## src/common/prwk_pkg.sv

```systemverilog
// Package: register map, field positions, timing and carrier types
package prwk_pkg;
  localparam logic [7:0] PRWK_OFS_CTRL = 8'h00;
  localparam int PRWK_BIT_CAUSE0 = 0;
  localparam int PRWK_BIT_CAUSE1 = 1;
  localparam int PRWK_BIT_PHYWK = 2;
  localparam int PRWK_BIT_LANWK = 3;
  localparam int PRWK_BIT_PRST = 4;
  localparam int PRWK_BIT_READY = 7;
  localparam int PRWK_BIT_CLRE = 8;
  localparam int PRWK_BIT_CLRS = 9;
  localparam int PRWK_BIT_EEE = 12;
  localparam logic PRWK_RST_CLRE = 1'b1;
  localparam logic PRWK_RST_CLRS = 1'b0;
  localparam logic [1:0] PRWK_SUSP0 = 2'h0;
  localparam logic [1:0] PRWK_SUSP3 = 2'h3;
  localparam int PRWK_CLK_MHZ = 100;
  localparam int PRWK_RST_MS = 4;
  localparam int PRWK_RST_CYC = PRWK_RST_MS * 1000 * PRWK_CLK_MHZ;
  localparam int PRWK_CNT_W = 23;

  typedef enum {PRWK_IDLE, PRWK_HOLD} prwk_ph_t;

  typedef struct packed {
    logic [1:0]  cause;
    logic        eee;
    logic        lan_en;
    logic        phy_en;
    logic        clr_en;
    logic        clr_sts;
    logic        prst;
    logic [PRWK_CNT_W-1:0] cnt;
    logic        ready;
    logic        pin_low;
    logic        ack;
    logic [31:0] dat;
  } prwk_st_t;
endpackage

```

## src/rtl/prwk_ctl.sv

```systemverilog
// Phy reset, ready and wake status control slice with Wishbone slave
`timescale 1ns/1ps
`default_nettype none
module prwk_ctl
  import prwk_pkg::*;
#(
  parameter int RST_CYC = PRWK_RST_CYC
) (
  // Clock and reset
  input  wire logic        CLK_SYS,
  input  wire logic        SRST,
  // Wishbone slave
  input  wire logic        WB_CYC_I,
  input  wire logic        WB_STB_I,
  input  wire logic        WB_WE_I,
  input  wire logic [7:0]  WB_ADR_I,
  input  wire logic [3:0]  WB_SEL_I,
  input  wire logic [31:0] WB_DAT_I,
  output logic      [31:0] WB_DAT_O,
  output logic             WB_ACK_O,
  // Power state from the rest of the unit
  input  wire logic [1:0]  SUSPEND_MODE,
  input  wire logic        IN_SUSPEND,
  input  wire logic        CONFIGURED,
  input  wire logic        INTERNAL_PHY,
  input  wire logic        LOAD_DONE,
  input  wire logic        RESUME_DONE,
  input  wire logic        REMOTE_RESUME,
  // Wake events, one-cycle pulses
  input  wire logic        PHY_WAKE_EV,
  input  wire logic        LAN_WAKE_EV,
  input  wire logic        ENERGY_EFF_RX_WAKE_EV,
  input  wire logic        ENERGY_EFF_TX_WAKE_EV,
  // Phy side
  output logic             PHY_RESET_PIN_LOW,
  output logic             READY,
  output logic             LAN_WAKE_ENABLE,
  output logic             PHY_IRQ_WAKE_ENABLE
);
  prwk_st_t st_reg, st_next;

  logic req, wr, wr0, wr1, rclr, deep_int, held, ready_cond;
  logic [31:0] rd;

  always_comb begin
    st_next = st_reg;
    req = WB_CYC_I && WB_STB_I && !st_reg.ack;
    wr = req && WB_WE_I && (WB_ADR_I == PRWK_OFS_CTRL);
    wr0 = wr && WB_SEL_I[0];
    wr1 = wr && WB_SEL_I[1];
    rclr = RESUME_DONE && REMOTE_RESUME;
    deep_int = INTERNAL_PHY && IN_SUSPEND
               && (SUSPEND_MODE == 2'h2);
    // Wake causes: set beats a same-cycle software clear
    if (wr0 && WB_DAT_I[PRWK_BIT_CAUSE0])
      st_next.cause[0] = 1'b0;
    if ((wr0 && WB_DAT_I[PRWK_BIT_CAUSE1]) || (rclr && st_reg.clr_sts))
      st_next.cause[1] = 1'b0;
    if (wr1 && WB_DAT_I[PRWK_BIT_EEE])
      st_next.eee = 1'b0;
    if (rclr && st_reg.clr_sts)
      st_next.eee = 1'b0;
    if (PHY_WAKE_EV)
      st_next.cause[0] = 1'b1;
    if (LAN_WAKE_EV)
      st_next.cause[1] = 1'b1;
    if ((ENERGY_EFF_RX_WAKE_EV && (SUSPEND_MODE == PRWK_SUSP0
         || SUSPEND_MODE == PRWK_SUSP3))
        || (ENERGY_EFF_TX_WAKE_EV && SUSPEND_MODE == PRWK_SUSP3))
      st_next.eee = 1'b1;
    // Enables and resume controls
    if (wr0) begin
      st_next.lan_en = WB_DAT_I[PRWK_BIT_LANWK];
      st_next.phy_en = WB_DAT_I[PRWK_BIT_PHYWK];
    end
    if (rclr && st_reg.clr_en) begin
      st_next.lan_en = 1'b0;
      st_next.phy_en = 1'b0;
    end
    if (wr1) begin
      st_next.clr_en = WB_DAT_I[PRWK_BIT_CLRE];
      st_next.clr_sts = WB_DAT_I[PRWK_BIT_CLRS];
    end
    // Reset interval; writes ignored while running
    if (!st_reg.prst && wr0 && WB_DAT_I[PRWK_BIT_PRST]) begin
      st_next.prst = 1'b1;
      st_next.cnt = '0;
    end else if (st_reg.prst) begin
      if (st_reg.cnt == PRWK_CNT_W'(RST_CYC - 1))
        st_next.prst = 1'b0;
      else
        st_next.cnt = st_reg.cnt + 1'b1;
    end
    held = st_next.prst || deep_int
           || (INTERNAL_PHY && !CONFIGURED);
    st_next.pin_low = held;
    ready_cond = INTERNAL_PHY ? (CONFIGURED && !deep_int)
                              : LOAD_DONE;
    st_next.ready = !held && ready_cond && !st_reg.prst;
    // Bus answer one cycle after request
    rd = '0;
    rd[PRWK_BIT_CAUSE1:PRWK_BIT_CAUSE0] = st_reg.cause;
    rd[PRWK_BIT_PHYWK] = st_reg.phy_en;
    rd[PRWK_BIT_LANWK] = st_reg.lan_en;
    rd[PRWK_BIT_PRST] = st_reg.prst;
    rd[PRWK_BIT_READY] = st_reg.ready;
    rd[PRWK_BIT_CLRE] = st_reg.clr_en;
    rd[PRWK_BIT_CLRS] = st_reg.clr_sts;
    rd[PRWK_BIT_EEE] = st_reg.eee;
    st_next.ack = req;
    if (req && !WB_WE_I)
      st_next.dat = (WB_ADR_I == PRWK_OFS_CTRL) ? rd : 32'h0;
    if (!req)
      st_next.dat = 32'h0;
  end

  always_ff @(posedge CLK_SYS) begin
    if (SRST) begin
      st_reg <= '0;
      st_reg.clr_en <= PRWK_RST_CLRE;
      st_reg.clr_sts <= PRWK_RST_CLRS;
      st_reg.pin_low <= 1'b0;
    end else begin
      st_reg <= st_next;
    end
  end

  assign WB_DAT_O = st_reg.dat;
  assign WB_ACK_O = st_reg.ack;
  assign PHY_RESET_PIN_LOW = st_reg.pin_low;
  assign READY = st_reg.ready;
  assign LAN_WAKE_ENABLE = st_reg.lan_en;
  assign PHY_IRQ_WAKE_ENABLE = st_reg.phy_en;
endmodule
`default_nettype wire

```

## config.mk

```make
export PLATFORM = sky130hd
export DESIGN_NAME = prwk_ctl
export DESIGN_NICKNAME = d
export VERILOG_FILES = /design/src/common/prwk_pkg.sv /design/src/rtl/prwk_ctl.sv
export SDC_FILE = /design/constraint.sdc
export NUM_CORES = 1
export LEC_CHECK = 0
export BUFFER_PORTS_ARGS = -buffer_cell sky130_fd_sc_hd__buf_2
export CAP_MARGIN = 20
export CORE_MARGIN = 1
export CORE_UTILIZATION = 45
export DETAILED_ROUTE_END_ITERATION = 10
export MAX_ROUTING_LAYER = met4
export PLACE_DENSITY = 0.87
export SYNTH_ARGS = -nofsm -noshare
export SYNTH_HDL_FRONTEND = slang
export SYNTH_SLANG_ARGS = --single-unit
```

## constraint.sdc

```tcl
create_clock -name CLK_SYS -period 2.65 [get_ports CLK_SYS]
set_input_delay 0.1325 -clock CLK_SYS [delete_from_list [all_inputs] [get_ports CLK_SYS]]
set_output_delay 0.1325 -clock CLK_SYS [all_outputs]
set_load 0.02 [all_outputs]
```

# Word-level counts from Yosys, hierarchy flattened
# Cells that the tools add are included.
[word_totals]
ff_bits = 66
inputBits = 61
output_inout_bits = 37
wordCells = 75
[op_classes]
add_sub_neg = 1
eq_ne = 3
muxes = 13
bitwise_logic = 2
n_reduce_logical = 43
[ops]
columns = ["operator", "count"]
rows = [
  ["$mux 24", 2],
  ["$add 23x1->23 const B", 1],
  ["$eq 23x19->1 const B", 1],
  ["$logic_and 1x1->1", 23],
  ["$mux 23", 1],
  ["$mux 13", 1],
  ["$mux 1", 9],
  ["$logic_not 8->1", 1],
  ["$logic_not 1->1", 6],
  ["$reduce_or 2->1", 3],
  ["$logic_or 1x1->1", 5],
  ["$eq 2x2->1 const B", 2],
  ["$reduce_bool 2->1", 2],
  ["$reduce_bool 3->1", 1],
  ["$logic_not 2->1", 1],
  ["$not 1->1", 2],
  ["$reduce_and 2->1", 1],
]

# Depth between registers and ports, before layout
[logic_depth]
ltp_word = 13
ltp_mapped = 8
ltp_nobuf = 7

# Worst setup path after synthesis
# Ideal clock, no wire load.
[synth_timing]
path_kind = "reg-to-reg"
start = "register st_reg[35] (netlist bit)"
end = "register st_reg[57] (netlist bit)"
setup_ns = 0.070
arrival_ns = 1.927
path_slack_ns = 0.653
stages_incl_launch_ff = 7
path_buffers = 0
path_cell_list = "dfxtp_1 -> ha_1 -> and3_4 -> nand3_4 -> or4_4 -> or4_1 -> a21oi_1"
[synth_between]
elab_chain_len = 3
[synth_rtl]
columns = ["element", "line", "text"]
rows = [
  ["start: declaration", "prwk_ctl.sv:40", "prwk_st_t st_reg, st_next;"],
  ["start signal: assignment", "prwk_ctl.sv:124", "st_reg <= st_next;"],
  ["branches (longest 3 deep; another with $add 23x1->23)", "-", ""],
]
# Parallel ways; which one is timed is not known.
# A chain may end at the register's enable or synchronous reset.

# Final worst setup path
# Ends and elaborated chain as after synthesis.

==> qor.yml <==
synth_edf_count: 0
clock_skew_ns: 0.00354
cts_resized: 0
drc: 0
synth_top_area_cell: "dfxtp_1"
h-tree-depth: 2
pre_cts_ws_ns: 0.517
syn_avg_cell_area_um2: 8.64
yosysSeqAreaShare_pct: 38.0
synth_adder_area_share_pct: 1.66
fin_area_mm2: 0.00254
largest_reg_flops: 23
start_util_pct: 47.3
yosys_warnings: 0
io_pins: 98
synth_compound_area_share_pct: 13.5
setup_viol: 0
grt_pass1_wl_um: 7940
gr-total-overflow: 0
cp-end-kind: "register"
clock.fmax_mhz: 462
ant_nets: 0
ys_seq_elements: 43
place_area_mm2: 0.00240
synth_top_family_by_area: "simple AND/OR/NAND/NOR gates"
internal-power_mw: 1.06
rows: 25
die-width_um: 72.9
place_congestion: 0.893
antenna_found_initial: 0
layout_commonest_cell: "buf_2"
status: "complete, no violations"
vias: 1958
crit_type: "register to register"
cp.arrival_ns: 2.39
wl_per_cell_um: 13.1
clock_power_share_pct: 44.4
hold_ws_ns: 0.0307
fp.dieH_um: 72.9
muxShareOfSynthArea_pct: 0
placed_cells: 360
rsz0062_at_grt: "no"
post-route-period-util_pct: 81.7
place.port_buffers: 48
maxSlewHeadroom_pct: 58.6
hold_path_class: "input port to register"
hold_viol: 0
dieArea_mm2: 0.00532
setup_tns_ns: 0
dr.first_iter.drc_count: 115
crit_path_start_kind: "register"
worstSkewPairLatency_ns: 0.30
core-area_mm2: 0.00479
max_slew.worst_pin.slew_ns: 0.618
path_clk_slew_ns: 0.08
routed_wl_um: 4820
ctsHoldBuffers: 0
syn_area_mm2: 0.00226
post_cts_buffers: 0
maxCapViolCount: 0
cts.sinks: 43
synth_xor_area_share_pct: 3.48
synthArstFlopShare_pct: 0
clockBufferDepth: 2
grt_max_degree: 22
synth_top_area_share_pct: 38.0
synth_ff_type: "dfxtp_1"
power_frac_comb_pct: 7.2
ir_drop_uv: 269
syn_inst: 262
cts-root-buf: "clkbuf_8"
finalNetCount: 364
rrSetupSlack_ns: 0.48
p_leak_nw: 1.02
vias_per_cell: 5.32
post-dp-hpwl_um: 3550
seqPwrFrac_pct: 48.4
p_sw_mw: 0.296
powerDensity_mw_per_mm2: 534
worst-endpoint-required_ns: 2.88
setup_ws_ns: 0.485
first_pass_iters: 4
period_needed_ns: 2.17
yosys.area_share.simple_pct: 29.1
grt_use_total_pct: 20.1
path_max_fanout: 6
numCtsBuffers: 5
drive_gt1_share_pct: 24.3
netSwitchingFraction_pct: 21.8
first_global_vias: 1838
synth_cell_type_count: 52
drv_slew: 0
layout.cells.most_common_list: "buf_2, dfxtp_1, nand2_1"
antenna_cells: 0
cts_tree: "yes"
ys_top_cells_by_area: "dfxtp_1, buf_4, nand2_1"
syn_to_final_growth_pct: 12.0
num-fill-cells: 462
final_cells: 368
## synthesized netlist by cell type, types with 2 or more instances
master and n:
a21oi_1 11, a22oi_1 9, a32o_1 2, and2_1 2
buf_2 4, buf_4 34, clkbuf_1 4, dfxtp_1 43
ha_1 3, inv_1 8, nand2_1 26, nand2b_1 2
nand3_1 16, nand4_1 8, nor2_1 25, nor3_1 2
nor4_1 3, nor4_2 2, nor4b_1 2, o211ai_1 5
o21ai_0 3, o31ai_1 3, or4_1 7, or4_2 3
xnor2_1 3, xor2_1 6
## power groups by stage
stage	sequential (mW)	clock (mW)	combinational [mW]
2_1_floorplan	0.673	0	0.0837
3_3_place_gp	0.670	0	0.0952
3_5_place_dp	0.671	0	0.0963
4_1_cts	0.655	0.612	0.0967
5_1_grt	0.656	0.641	0.105
6_report	0.655	0.602	0.0973
## final timing paths
path / from / end / cells after the start
min reg2reg: PHY_IRQ_WAKE_ENABLE$_SDFFE_PP0N_ / PHY_IRQ_WAKE_ENABLE$_SDFFE_PP0N_ / 2
max: st_reg[35]$_SDFFE_PP0P_ / st_reg[57]$_SDFFE_PP0P_ / 6
max reg2reg: st_reg[35]$_SDFFE_PP0P_ / st_reg[57]$_SDFFE_PP0P_ / 6
min: WB_DAT_I[4] / READY$_SDFF_PP0_ / 2
## layout make-up
type	count	area, µm²	share of cell area, %
clock inverter	2	60.1	2.37
inverter	8	30.0	1.18
clock buffer	6	72.6	2.86
sequential	43	861	33.9
multi-input combinational	191	1170	46.0
tap	67	83.8	3.31
timing repair buffer	51	263	10.4
## metal layers
metal | GRT usage (%) | share of wire [%] | vias to the layer above
li1 | - | - | 962
met1 | 21.7 | 41 | 902
met2 | 34.3 | 49 | 84
met3 | 5.94 | 7.9 | 10
met4 | 8.71 | 1.8 | 0
met5 | - | 0 | -
## worst max-delay path, stage by stage (launching register included)
cell     delay [ns]
dfxtp_1        0.41
ha_1           0.21
and3_4         0.22
nand3_4        0.10
or4_4          0.48
or4_1          0.51
a21oi_1        0.16
## kinds of logic after synthesis
family | Yosys count
DFF | 43
adders and majority gates | 3
and+or+nand+nor | 114
other | 1
xor gates and xnor gates | 9
AOI/OAI and AO/OA | 42
buffers and inverters | 50
## per-stage QoR
step / utilization, % / total power [mW]
final: 53.0 / 1.35
after floorplan: - / 0.757
after CTS: 53.0 / 1.36
after global placement: 50.2 / 0.766
after global routing: 53.0 / 1.40
after detailed placement: 50.2 / 0.767
No activity file was read; power rests on OpenSTA's default activity.
